File: src/inc/dfp_pkg.sv
/*
 * Package for the digital frequency pull register bank: register indices,
 * field positions, reset values and the pull range resolution table.
 * Assumes a single 125 MHz clock domain and a register port that is
 * word addressed by register index.
 */
package dfp_pkg;
  // Register indices as seen on the register port.
  localparam logic [7:0] DFP_ADDR_OFFSET_LOW = 8'h00;
  localparam logic [7:0] DFP_ADDR_OFFSET_HIGH = 8'h01;
  localparam logic [7:0] DFP_ADDR_PULL_RANGE = 8'h02;
  localparam int DFP_NUM_REGS = 3;
  // Field layout.
  localparam int DFP_WORD_WIDTH = 26;
  localparam int DFP_HIGH_BITS = 10;
  localparam int DFP_OE_BIT = 10;
  localparam int DFP_RANGE_BITS = 4;
  // Reset values.
  localparam logic [15:0] DFP_OFFSET_LOW_RST = 16'h0000;
  localparam logic [9:0] DFP_OFFSET_HIGH_RST = 10'h000;
  localparam logic DFP_OE_RST = 1'b0;
  // Factory pull range code, arbitrary neutral default.
  localparam logic [3:0] DFP_RANGE_FACTORY = 4'h9;
  // Pull range codes: 0 = +-6.25 ppm ... 15 = +-3200 ppm.
  // Half range in hundredths of a ppm per code.
  localparam int DFP_RANGE_TABLE_DEPTH = 16;
  // Resolution per code in units of 1e-13 (5e-12 = 50).
  localparam logic [9:0] DFP_RES_UNIT_TABLE [16] = '{
    10'h032, 10'h032, 10'h032, 10'h032, 10'h032, 10'h032, 10'h032, 10'h032,
    10'h032, 10'h032, 10'h064, 10'h08c, 10'h0d2, 10'h140, 10'h1d6, 10'h3ac};
  localparam logic [19:0] DFP_HALF_RANGE_CPPM [16] = '{
    20'h00271, 20'h003e8, 20'h004e2, 20'h009c4, 20'h01388, 20'h01f40,
    20'h02710, 20'h02ee0, 20'h03a98, 20'h04e20, 20'h09c40, 20'h0ea60,
    20'h13880, 20'h1d4c0, 20'h27100, 20'h4e200};
  // Update pacing: 38 kHz at 125 MHz, rounded up, gives 3290 cycles between commits.
  localparam int DFP_CLK_HZ = 125000000;
  localparam int DFP_MAX_UPDATE_HZ = 38000;
  localparam logic [11:0] DFP_UPDATE_CYCLES = 12'((DFP_CLK_HZ + DFP_MAX_UPDATE_HZ - 1)
    / DFP_MAX_UPDATE_HZ);
  // Commit state machine.
  typedef enum logic [1:0] {
    DFP_IDLE = 2'b00,
    DFP_APPLY = 2'b01,
    DFP_HOLD = 2'b10
  } dfp_state_type;
endpackage

File: src/verilog/dfp_regs.sv
/*
 * Register bank of the digitally pulled compensated oscillator: the two
 * halves of the signed frequency offset word, software output enable and
 * the pull range select. Writes arrive already decoded from the serial
 * slave as one-cycle strobes with a register index and 16-bit data; reads
 * are combinational on the index. Assumes one clock and a power-up reset.
 */
// Operation
// - Power up nominal with factory pull range.
// - Range and offset writable after power-up.
// - Frequency change bounded by selected pull range.
// - Register 0x02 bits 3:0 select range.
// - Step resolution follows selected range.
// - Offset is 26-bit two's complement word.
// - Offset word resets to zero.
// - Low half 0x00, high half 0x01.
// - Low first; high write commits word; a high write during the hold window is staged only, not applied.
// - Bit 10 drives output only under software.
// - Software enable resets to zero.
// - Unused bits read zero, ignore writes.
// - Range loads factory default, host may overwrite.
`timescale 1ns/1ns
module dfp_regs (
  // Clock and reset.
  input wire logic clk_in,
  input wire logic sys_rst_in,
  // Register write port from the serial slave.
  input wire logic wr_en_in,
  input wire logic [7:0] wr_addr_in,
  input wire logic [15:0] wr_data_in,
  // Register read port to the serial slave.
  input wire logic [7:0] rd_addr_in,
  output logic [15:0] rd_data_out,
  output logic rd_valid_out,
  // Output enable configuration and pin.
  input wire logic oe_sw_mode_in,
  input wire logic oe_pin_in,
  output logic out_enable_out,
  // Oscillator control.
  output logic [dfp_pkg::DFP_WORD_WIDTH-1:0] freq_offset_word_out,
  output logic [3:0] pull_range_out,
  output logic [19:0] half_range_out,
  output logic [9:0] resolution_out,
  output logic freq_update_out,
  output logic update_too_fast_out
);
  import dfp_pkg::*;

  // Host-visible register fields.
  logic [15:0] low_offset_half_reg;
  logic [9:0] high_offset_half_reg;
  logic oe_sw_reg;
  logic [3:0] pull_range_reg;
  // Word driven to the oscillator core and its next value.
  logic [DFP_WORD_WIDTH-1:0] active_word_reg;
  logic [DFP_WORD_WIDTH-1:0] active_word_next;
  // Commit strobe, rate flag and hold window counter.
  logic freq_update_reg;
  logic too_fast_reg;
  logic [11:0] pace_cnt_reg;
  // Commit state machine.
  dfp_state_type state_reg;
  dfp_state_type state_next;
  // Decoded write strobes, one per register.
  logic wr_low;
  logic wr_high;
  logic wr_range;

  // Index match used for the write decode only; the read mux compares the index directly.
  function automatic logic hit(input logic [7:0] addr, input logic [7:0] idx);
    hit = (addr == idx);
  endfunction

  assign wr_low = wr_en_in && hit(wr_addr_in, DFP_ADDR_OFFSET_LOW);
  assign wr_high = wr_en_in && hit(wr_addr_in, DFP_ADDR_OFFSET_HIGH);
  assign wr_range = wr_en_in && hit(wr_addr_in, DFP_ADDR_PULL_RANGE);

  // Low half only stages; it never reaches the oscillator by itself.
  // Reads of the low half show the staged value, not the applied one.
  always_ff @(posedge clk_in) begin
    if (sys_rst_in) begin
      low_offset_half_reg <= DFP_OFFSET_LOW_RST;
    end else if (wr_low) begin
      low_offset_half_reg <= wr_data_in;
    end
  end

  // High half and software enable share one register; bits 15:11 are dropped.
  always_ff @(posedge clk_in) begin
    if (sys_rst_in) begin
      high_offset_half_reg <= DFP_OFFSET_HIGH_RST;
      oe_sw_reg <= DFP_OE_RST;
    end else if (wr_high) begin
      high_offset_half_reg <= wr_data_in[DFP_HIGH_BITS-1:0];
      if (oe_sw_mode_in) begin
        oe_sw_reg <= wr_data_in[DFP_OE_BIT];
      end
    end
  end

  // Pull range select: factory code at power-up, host may overwrite.
  always_ff @(posedge clk_in) begin
    if (sys_rst_in) begin
      pull_range_reg <= DFP_RANGE_FACTORY;
    end else if (wr_range) begin
      pull_range_reg <= wr_data_in[DFP_RANGE_BITS-1:0];
    end
  end

  // Commit sequencing: the high write launches an apply, then a hold window
  // that spaces commits at the documented maximum update rate.
  always_comb begin
    state_next = state_reg;
    active_word_next = active_word_reg;
    case (state_reg)
      DFP_IDLE: begin
        if (wr_high) begin
          state_next = DFP_APPLY;
        end
      end
      DFP_APPLY: begin
        // Assemble the full signed word from both halves, high half just stored.
        active_word_next = {high_offset_half_reg, low_offset_half_reg};
        state_next = DFP_HOLD;
      end
      DFP_HOLD: begin
        // A high write here is stored but not applied; the pacing flag reports it.
        if (pace_cnt_reg == 12'h000) begin
          state_next = DFP_IDLE;
        end
      end
      default: begin
        state_next = DFP_IDLE;
      end
    endcase
  end

  // State, active word and commit strobe.
  always_ff @(posedge clk_in) begin
    if (sys_rst_in) begin
      state_reg <= DFP_IDLE;
      active_word_reg <= '0;
      freq_update_reg <= 1'b0;
    end else begin
      state_reg <= state_next;
      active_word_reg <= active_word_next;
      freq_update_reg <= (state_reg == DFP_APPLY);
    end
  end

  // Pacing counter. A high write during the hold window is still staged but
  // not applied when the window ends; it is flagged so firmware can see it
  // broke the rate limit (the host is the one bound to respect it).
  always_ff @(posedge clk_in) begin
    if (sys_rst_in) begin
      pace_cnt_reg <= 12'h000;
      too_fast_reg <= 1'b0;
    end else begin
      // The load happens in the apply cycle and leaving the hold state costs one
      // more cycle, so the real spacing is a little longer than the load value.
      if (state_reg == DFP_APPLY) begin
        pace_cnt_reg <= DFP_UPDATE_CYCLES - 12'h002;
      end else if (pace_cnt_reg != 12'h000) begin
        pace_cnt_reg <= pace_cnt_reg - 12'h001;
      end
      if (wr_high && state_reg == DFP_HOLD) begin
        too_fast_reg <= 1'b1;
      end else if (state_reg == DFP_APPLY) begin
        too_fast_reg <= 1'b0;
      end
    end
  end

  // Late high writes during the hold window must not be lost.
  // The staged halves are kept, but the word is not replayed: firmware must
  // write the high half again once the window has passed.
  logic pending_reg;
  always_ff @(posedge clk_in) begin
    if (sys_rst_in) begin
      pending_reg <= 1'b0;
    end else if (wr_high && state_reg != DFP_IDLE) begin
      pending_reg <= 1'b1;
    end else if (state_reg == DFP_IDLE) begin
      pending_reg <= 1'b0;
    end
  end

  // Range and resolution lookup; the two's complement word scales against
  // the half range, so it can never leave the selected range.
  dfp_range_rom u_range_rom (
    .clk_in(clk_in),
    .sys_rst_in(sys_rst_in),
    .code_in(pull_range_reg),
    .half_range_out(half_range_out),
    .resolution_out(resolution_out)
  );

  // Outputs to the oscillator core.
  assign freq_offset_word_out = active_word_reg;
  assign pull_range_out = pull_range_reg;
  assign freq_update_out = freq_update_reg;
  assign update_too_fast_out = too_fast_reg | pending_reg;
  // Hardware mode follows the pin; software mode follows the stored bit.
  // The mode input is a strap level; changing it in operation switches the
  // enable source at once, with no filtering.
  assign out_enable_out = oe_sw_mode_in ? oe_sw_reg : oe_pin_in;

  // Read mux; unused bits and unmapped indices read as zero.
  // The read side has no wait state, so the slave may sample in any cycle.
  always_comb begin
    rd_data_out = 16'h0000;
    rd_valid_out = 1'b1;
    case (rd_addr_in)
      DFP_ADDR_OFFSET_LOW: rd_data_out = low_offset_half_reg;
      DFP_ADDR_OFFSET_HIGH: rd_data_out = {5'h00, oe_sw_reg, high_offset_half_reg};
      DFP_ADDR_PULL_RANGE: rd_data_out = {12'h000, pull_range_reg};
      default: rd_valid_out = 1'b0;
    endcase
  end
endmodule // dfp_regs

File: src/verilog/dfp_range_rom.sv
/*
 * Small lookup memory that turns a pull range code into its half range and
 * frequency step resolution. Read data come out of a register, one cycle
 * after the code is presented. Assumes the dfp_pkg package is compiled first.
 */
`timescale 1ns/1ns
module dfp_range_rom (
  // Clock and reset.
  input wire logic clk_in,
  input wire logic sys_rst_in,
  // Lookup.
  input wire logic [3:0] code_in,
  output logic [19:0] half_range_out,
  output logic [9:0] resolution_out
);
  import dfp_pkg::*;

  // Registered read; reset shows the factory range so consumers see a valid entry.
  always_ff @(posedge clk_in) begin
    if (sys_rst_in) begin
      half_range_out <= DFP_HALF_RANGE_CPPM[DFP_RANGE_FACTORY];
      resolution_out <= DFP_RES_UNIT_TABLE[DFP_RANGE_FACTORY];
    end else begin
      half_range_out <= DFP_HALF_RANGE_CPPM[code_in];
      resolution_out <= DFP_RES_UNIT_TABLE[code_in];
    end
  end
endmodule // dfp_range_rom

File: config.mk
export PLATFORM = sky130hd
export DESIGN_NAME = dfp_regs
export DESIGN_NICKNAME = d
export VERILOG_FILES = /design/src/inc/dfp_pkg.sv /design/src/verilog/dfp_regs.sv /design/src/verilog/dfp_range_rom.sv
export SDC_FILE = /design/constraint.sdc
export NUM_CORES = 1
export LEC_CHECK = 0
export BUFFER_PORTS_ARGS = -buffer_cell sky130_fd_sc_hd__buf_2
export CAP_MARGIN = 20
export CORE_MARGIN = 3
export CORE_UTILIZATION = 50
export DETAILED_ROUTE_END_ITERATION = 7
export GPL_TIMING_DRIVEN = 0
export PLACE_DENSITY = 0.88
export SYNTH_ARGS = -nofsm -noshare
export SYNTH_HDL_FRONTEND = slang
export SYNTH_HIERARCHICAL = 1
export SYNTH_SLANG_ARGS = --single-unit
File: constraint.sdc
create_clock -name clk_in -period 3.8 [get_ports clk_in]
set_clock_uncertainty 0.1 [all_clocks]
set_input_delay 0.38 -clock clk_in [delete_from_list [all_inputs] [get_ports clk_in]]
set_output_delay 0.38 -clock clk_in [all_outputs]
set_load 0.01 [all_outputs]
==> results of run 1 <==
[critical path: cells and delay by family]
family                 cells  cell delay, ns
and+or+nand+nor            4            1.27
buffers and inverters      2            0.24
[metrics by stage]
stage                     hold WS (ns)  instance area (sq um)  worst slack, ns
after floorplan                  0.331                   4180             1.62
after global placement           0.341                   4870             1.05
after detailed placement         0.344                   4870            0.924
after CTS                        0.143                   5100             1.26
after global routing             0.150                   5110             1.24
final                            0.152                   5110             1.42
[synth_stat cells (2+ instances only)]
library cell / instances
nand2b_1: 8
buf_2: 3
o21ai_0: 6
nand2_1: 96
nand4b_1: 2
mux2i_1: 29
and2_1: 10
nand3b_1: 2
buf_1: 2
and3_1: 2
a21oi_1: 64
buf_4: 6
or3_1: 5
o31ai_1: 2
nand4_1: 3
ha_1: 8
nor3_1: 13
clkbuf_1: 22
a21o_1: 3
nor2_1: 50
a31oi_1: 5
or4_1: 5
or2_2: 2
nand3_1: 4
nor4_1: 3
dfxtp_1: 100
inv_1: 7
buf_6: 3
nor2b_1: 10
o211ai_1: 2
[power breakdown]
part,internal [mW],leakage (nW),total (mW),switching [mW]
sequential,1.10,0.808,1.16,0.0527
combinational,0.187,1.35,0.431,0.244
clock,0.381,0.117,0.775,0.393
total,1.67,2.28,2.36,0.690
[layout make-up]
| cell class | instances | area (sq um) | share of cell area |
|---|---|---|---|
| plain buffers | 36 | 184 | 0.0360 |
| clock buffers | 9 | 124 | 0.0243 |
| inverters | 8 | 30.0 | 0.00588 |
| repair buffers | 114 | 571 | 0.112 |
| clock inverters | 7 | 108 | 0.0211 |
| well taps | 102 | 128 | 0.0250 |
| multi-input cells | 352 | 1960 | 0.384 |
| flip-flops and latches | 100 | 2000 | 0.392 |
[layer usage]
metal / global-route usage / vias up / wire length [um]
li1: - / 1911 / -
met1: 0.283 / 1876 / 4420
met2: 0.392 / 224 / 5560
met3: 0.0495 / 33 / 1000
met4: 0.104 / 0 / 255
met5: 0 / - / 0
[cell families after synthesis]
group / after synthesis / synth area share
simple gates: 221 / 0.246
buf+inv: 44 / 0.0513
flops: 100 / 0.480
mux: 31 / 0.0777
other cells: 1 / 0.000899
fa+ha+maj: 8 / 0.0240
compound gates: 88 / 0.116
xor+xnor: 2 / 0.00420
[path summary, 6_finish.rpt]
check	start	end	slack [ns]
hold reg to reg	freq_offset_word_out[22]$_SDFFE_PP0P_	freq_offset_word_out[22]$_SDFFE_PP0P_	0.36
hold / removal	wr_data_in[11]	low_offset_half_reg[11]$_SDFFE_PP0P_	0.15
setup reg to reg	pace_cnt_reg[3]$_SDFFE_PP0P_	pace_cnt_reg[3]$_SDFFE_PP0P_	1.42
setup / recovery	rd_addr_in[7]	rd_data_out[15]	1.42
==> impl_results.md, run 1 <==
* Worst path max stage delay at between 0.4 and 0.5 ns
* Register area share after synthesis at 0.480
* Total of max-cap violations at 0
* Slew margin rel. at 0.448
* Post-Route Utilization at 0.644
* Startpoint types: input port
* Crit path time final at 2.38 ns
* Vias at 4044
* Status: finished clean
* Hold crit path type: input port to flop
* CTS Sinks at 100
* Share of cells above drive strength 1 at 0.235
* Setup TNS at 0 ns
* Synth Instances at 495
* Crit path cell chain: buf_2, nor4_1, nand3b_1, nor2_1, and2_1, buf_2
* Largest buffer count on any clock path at 2
* Layout area overhead at 22.4%
* Diodes inserted at 0
* Total Power at 2.36 mW
* Die Height at 97.4 um
* Worst hold stages at 3
* CTS tree: built
* CP max stage cell: nor2_1
* Num ports at roughly 120
* GRT overflow at 0
* Kind of critical path: input port to output port
* Area leader, netlist: dfxtp_1
* Fmax at ~0.42 GHz
* Hold_buf cts at 0
* Die X at 97.4 um
* Placer Congestion at 0.931
* Clk Tree Root Cell: clkbuf_8
* Initial antenna violation count at 0
* Average wire per standard cell at 15.4 um
* Placed Cells incl. Taps at 711
* Clock slew at reported path FFs at 0.10 ns
* Reg2Reg Depth at 6
* Worst path most repeated cell: buf_2
* Most common cell after layout, fill and taps aside: buf_2
* Area of the mapped netlist at between 0.004 and 0.005 sq mm
* Ys async rst share at 0
* TritonCTS Buffers at 9
* Setup bufs post-CTS at 0
* Largest cells by area after synthesis: dfxtp_1, nand2_1, a21oi_1
* Vias per cell at 5.55
* Max reg flops at 26
* #FFs+latches synth at 100
* Number of flops mapped to enable cells by yosys at 0
* PD cells at 462 mW/mm^2
* Pleak at 2.28 nW
* Buffers added on ports at 113
* Commonest non-fill, non-tap cells in the layout: buf_2, dfxtp_1, nand2_1, a21oi_1, nor2_1
* Hold Fails Final Rpt at 0
* Detailed-placement wirelength estimate at about 8100 um
* Top-area cell type share of the netlist area at 0.480
* Slew Viols, Final at 0
* Tcrit/Tclk final at 0.627
* Worst-margin pin slew at between 0.8 and 0.9 ns
* Largest net degree at the start of global routing at 19
* Most used flip-flop cell after synthesis: dfxtp_1
* Unique masters post-synth at 48
* Syn_area_per_cell at 8.43 sq um
* Cts repair resizes at 0
* Drt drc at 0
* Unrepaired setup endpoints after global routing: false
* Worst skew pair latency at 0.36 ns
* H-tree levels at 3
* Worst EP required at 3.32 ns
* Die ar. at approximately 0.0095 sq mm
* Initial DRC count at 309
* Row count at 32
* Post-route insts no fill at 728
* Core Region at 0.00793 sq mm
* GRT Overall Usage at 0.232
* Post-route ant nets at 0
* First-pass GRT wire length at between 15000 and 20000 um
* Final setup viols at 0
* Max FO, Critical Path at 8
* Final nets at 666
* Vias in the first global route at 3802
* Final wirelength at 11200 um
* Initial DRT Pass Iterations at 5
* Arrival @ worst endpoint at 1.90 ns
* YS warnings at 6
* FILL cells at 650
* Worst VDD drop at 0.320 mV
* Initial Utilization at 0.526
* Crit end category: output port
No activity file was read; power rests on OpenSTA's default activity.
==> run 2: changes to the inputs <==
--- a/config.mk
+++ b/config.mk
@@ -5,6 +5,7 @@
 export SDC_FILE = /design/constraint.sdc
 export NUM_CORES = 1
 export LEC_CHECK = 0
+export ABC_AREA = 1
 export BUFFER_PORTS_ARGS = -buffer_cell sky130_fd_sc_hd__buf_2
 export CAP_MARGIN = 20
 export CORE_MARGIN = 3
==> constraint.sdc (replaced) <==
create_clock -name clk_in -period 2.5 [get_ports clk_in]
set_clock_uncertainty 0.1 [all_clocks]
set_input_delay 0.25 -clock clk_in [delete_from_list [all_inputs] [get_ports clk_in]]
set_output_delay 0.25 -clock clk_in [all_outputs]
set_load 0.01 [all_outputs]
==> impl_results.md, run 2 <==
* Crit end category: output port
* Buffers added on ports at 114
* Worst hold stages at 3
* Vias in the first global route at 3803
* Die Height at 96.9 um
* Crit path launch: rd_addr_in[5]
* Area of the mapped netlist at 0.00413 sq mm
* Reg2Reg Depth at 10
* Worst-margin pin slew at between 0.5 and 0.6 ns
* Multi-input gate area at around 0.0017 sq mm
* Final wirelength at 10700 um
* Internal Power at between 2 and 2.5 mW
* Slew Viols, Final at 0
* Top-area cell type share of the netlist area at 0.485
* Final setup viols at 0
* Tcrit/Tclk final at 0.761
* Max FO, Critical Path at 10
* Register area at 0.00200 sq mm
* Most used flip-flop cell after synthesis: dfxtp_1
* Setup bufs post-CTS at 0
* Unrepaired setup endpoints after global routing: false
* Die ar. at 0.00938 sq mm
* Switch Pwr at around 1.1 mW
* Worst min-delay path startpoint: wr_data_in[10]
* Core Region at 0.00789 sq mm
* Arrival @ worst endpoint at about 1.6 ns
* Initial DRC count at 253
* #FFs+latches synth at 100
* Share of cells above drive strength 1 at 0.255
* Area leader, netlist: dfxtp_1
* First-pass GRT wire length at 17900 um
* Largest buffer count on any clock path at 2
* Hold Fails Final Rpt at 0
* Switching Fraction at 0.325
* Worst VDD drop at 0.404 mV
* GRT overflow at 0
* Hold crit path type: input port to flop
* Final Cell Area at 0.00501 sq mm
* TritonCTS Buffers at 9
* Most instantiated library cell after synthesis: nand2_1
* Sequential share of power at 0.505
* Clock slew at reported path FFs at 0.10 ns
* Cts repair resizes at 0
* Layout area overhead at 21.3%
* Unique masters post-synth at 28
* Worst EP required at between 2 and 2.5 ns
* Average wire per standard cell at 13.9 um
* Setup TNS at 0 ns
* Detailed-placement wirelength estimate at 8210 um
* Status: finished clean
* Vias per cell at 5.20
* Largest cells by area after synthesis: dfxtp_1, nand2_1, inv_1
* Total of max-cap violations at 0
* Vias at around 4k
* Clock Power Share at 0.277
* Clk Tree Root Cell: clkbuf_8
* Syn_area_per_cell at approximately 7.7 sq um
* Comb power frac at 0.218
* Num ports at 117
* Pleak at ~2.3 nW
* Initial DRT Pass Iterations at 8
* Placed Area at 0.00483 sq mm
* Diodes inserted at 0
* Placer Congestion at 0.874
* Hold_buf cts at 0
* CTS tree: built
* Commonest cells post-synth: nand2_1, dfxtp_1, inv_1
* Kind of critical path: input port to output port
* Die X at 96.9 um
* FF-to-FF Start: pace_cnt_reg[0]$_SDFFE_PP0P_
* Fmax at 0.526 GHz
* PD cells at 688 mW/mm^2
* Met2 Use GR at 0.401
* H-tree levels at 3
* Initial antenna violation count at 0
* GR met3 Demand/Resource at 0.0454
* CP max stage cell: clkbuf_1
* Row count at 32
* Worst skew pair latency at 0.36 ns
* CTS Sinks at 100
* Slew margin rel. at 0.642
* Busiest layer in global routing: met2
* Hold WS at 0.0292 ns
* Crit path time final at 1.90 ns
* Largest net degree at the start of global routing at 18
* Startpoint types: input port
* FILL cells at slightly below 700
* Drt drc at 0
* Register area share after synthesis at 0.485
* Initial Utilization at 0.523
* Ys async rst share at 0
* GRT Overall Usage at 0.229
* Number of flops mapped to enable cells by yosys at 0
* Synth Instances at approximately 540
* Most common cell after layout, fill and taps aside: buf_2
* YS warnings at 6
* Grt met1 use at 0.275
* Crit path cell chain: buf_2, nor2_1, nand2_1, nor2_1, nand2_1, clkbuf_1, o22ai_1, buf_2
* Worst path max stage delay at 0.31 ns
* Post-route ant nets at 0
* Max reg flops at 26
* Final nets at 710
* Commonest non-fill, non-tap cells in the layout: buf_2, nand2_1, dfxtp_1, inv_1, nor2_1
-- run 2: changes by cell type after synthesis, moves of 16 or more --
cell / previous run / this run
o21ai_0: 6 / 37
mux2i_1: 29 / 0
clkbuf_1: 22 / 6
nand3_1: 4 / 43
inv_1: 7 / 59
a21oi_1: 64 / 40
nand2_1: 96 / 117
-- run 2: final timing paths --
path,to,slack [ns]
max reg2reg,pace_cnt_reg[7]$_SDFFE_PP0P_,0.72
max,rd_data_out[9],0.60
min,oe_sw_reg$_SDFFE_PP0P_,0.03
min reg2reg,low_offset_half_reg[14]$_SDFFE_PP0P_,0.37
-- run 2: area by class of cell --
class	instances	share of cell area
buffer	25	0.0342
sequential	100	0.400
inverter	64	0.0490
clock buffer	10	0.0255
timing repair buffer	114	0.114
tap	102	0.0255
multi-input combinational	351	0.342
clock inverter	6	0.00975
-- run 2: cells by family after synthesis --
kind of cell,after synthesis,share of synthesized area
AOI/OAI and AO/OA,102,0.136
xor gates and xnor gates,3,0.00637
adders and majority gates,8,0.0243
buffers and inverters,89,0.101
DFF,100,0.485
other,1,0.000908
and+or+nand+nor,236,0.247
-- run 2: worst max-delay path, delay by kind of cell --
family / cells / cell delay [ns]
buffers and inverters: 3 / 0.56
AND/OR/NAND/NOR: 4 / 0.48
AO/OA/AOI/OAI: 1 / 0.25
-- run 2: power by group through the flow --
stage,clock network [mW],logic [mW],registers (mW)
2_1_floorplan,0,0.571,1.77
6_report,0.955,0.750,1.74
3_5_place_dp,0,0.735,1.78
4_1_cts,0.956,0.739,1.74
5_1_grt,1.03,0.854,1.76
3_3_place_gp,0,0.693,1.77
-- run 2: per-stage QoR --
step | setup WS [ns] | util | total power [mW] | instances
5_1_grt | 0.466 | 0.635 | 3.64 | 772
3_3_place_gp | 0.626 | 0.612 | 2.47 | 756
4_1_cts | 0.592 | 0.635 | 3.44 | 772
2_1_floorplan | 0.971 | - | 2.34 | 540
3_5_place_dp | 0.590 | 0.612 | 2.51 | 756
6_report | 0.597 | 0.635 | 3.45 | 772
-- run 2: routing by layer --
metal  vias to the layer above  wire length (um)
met3                        18               849
met5                         -                 0
met2                       207              5370
met4                         0               199
li1                       1969                 -
met1                      1823              4310
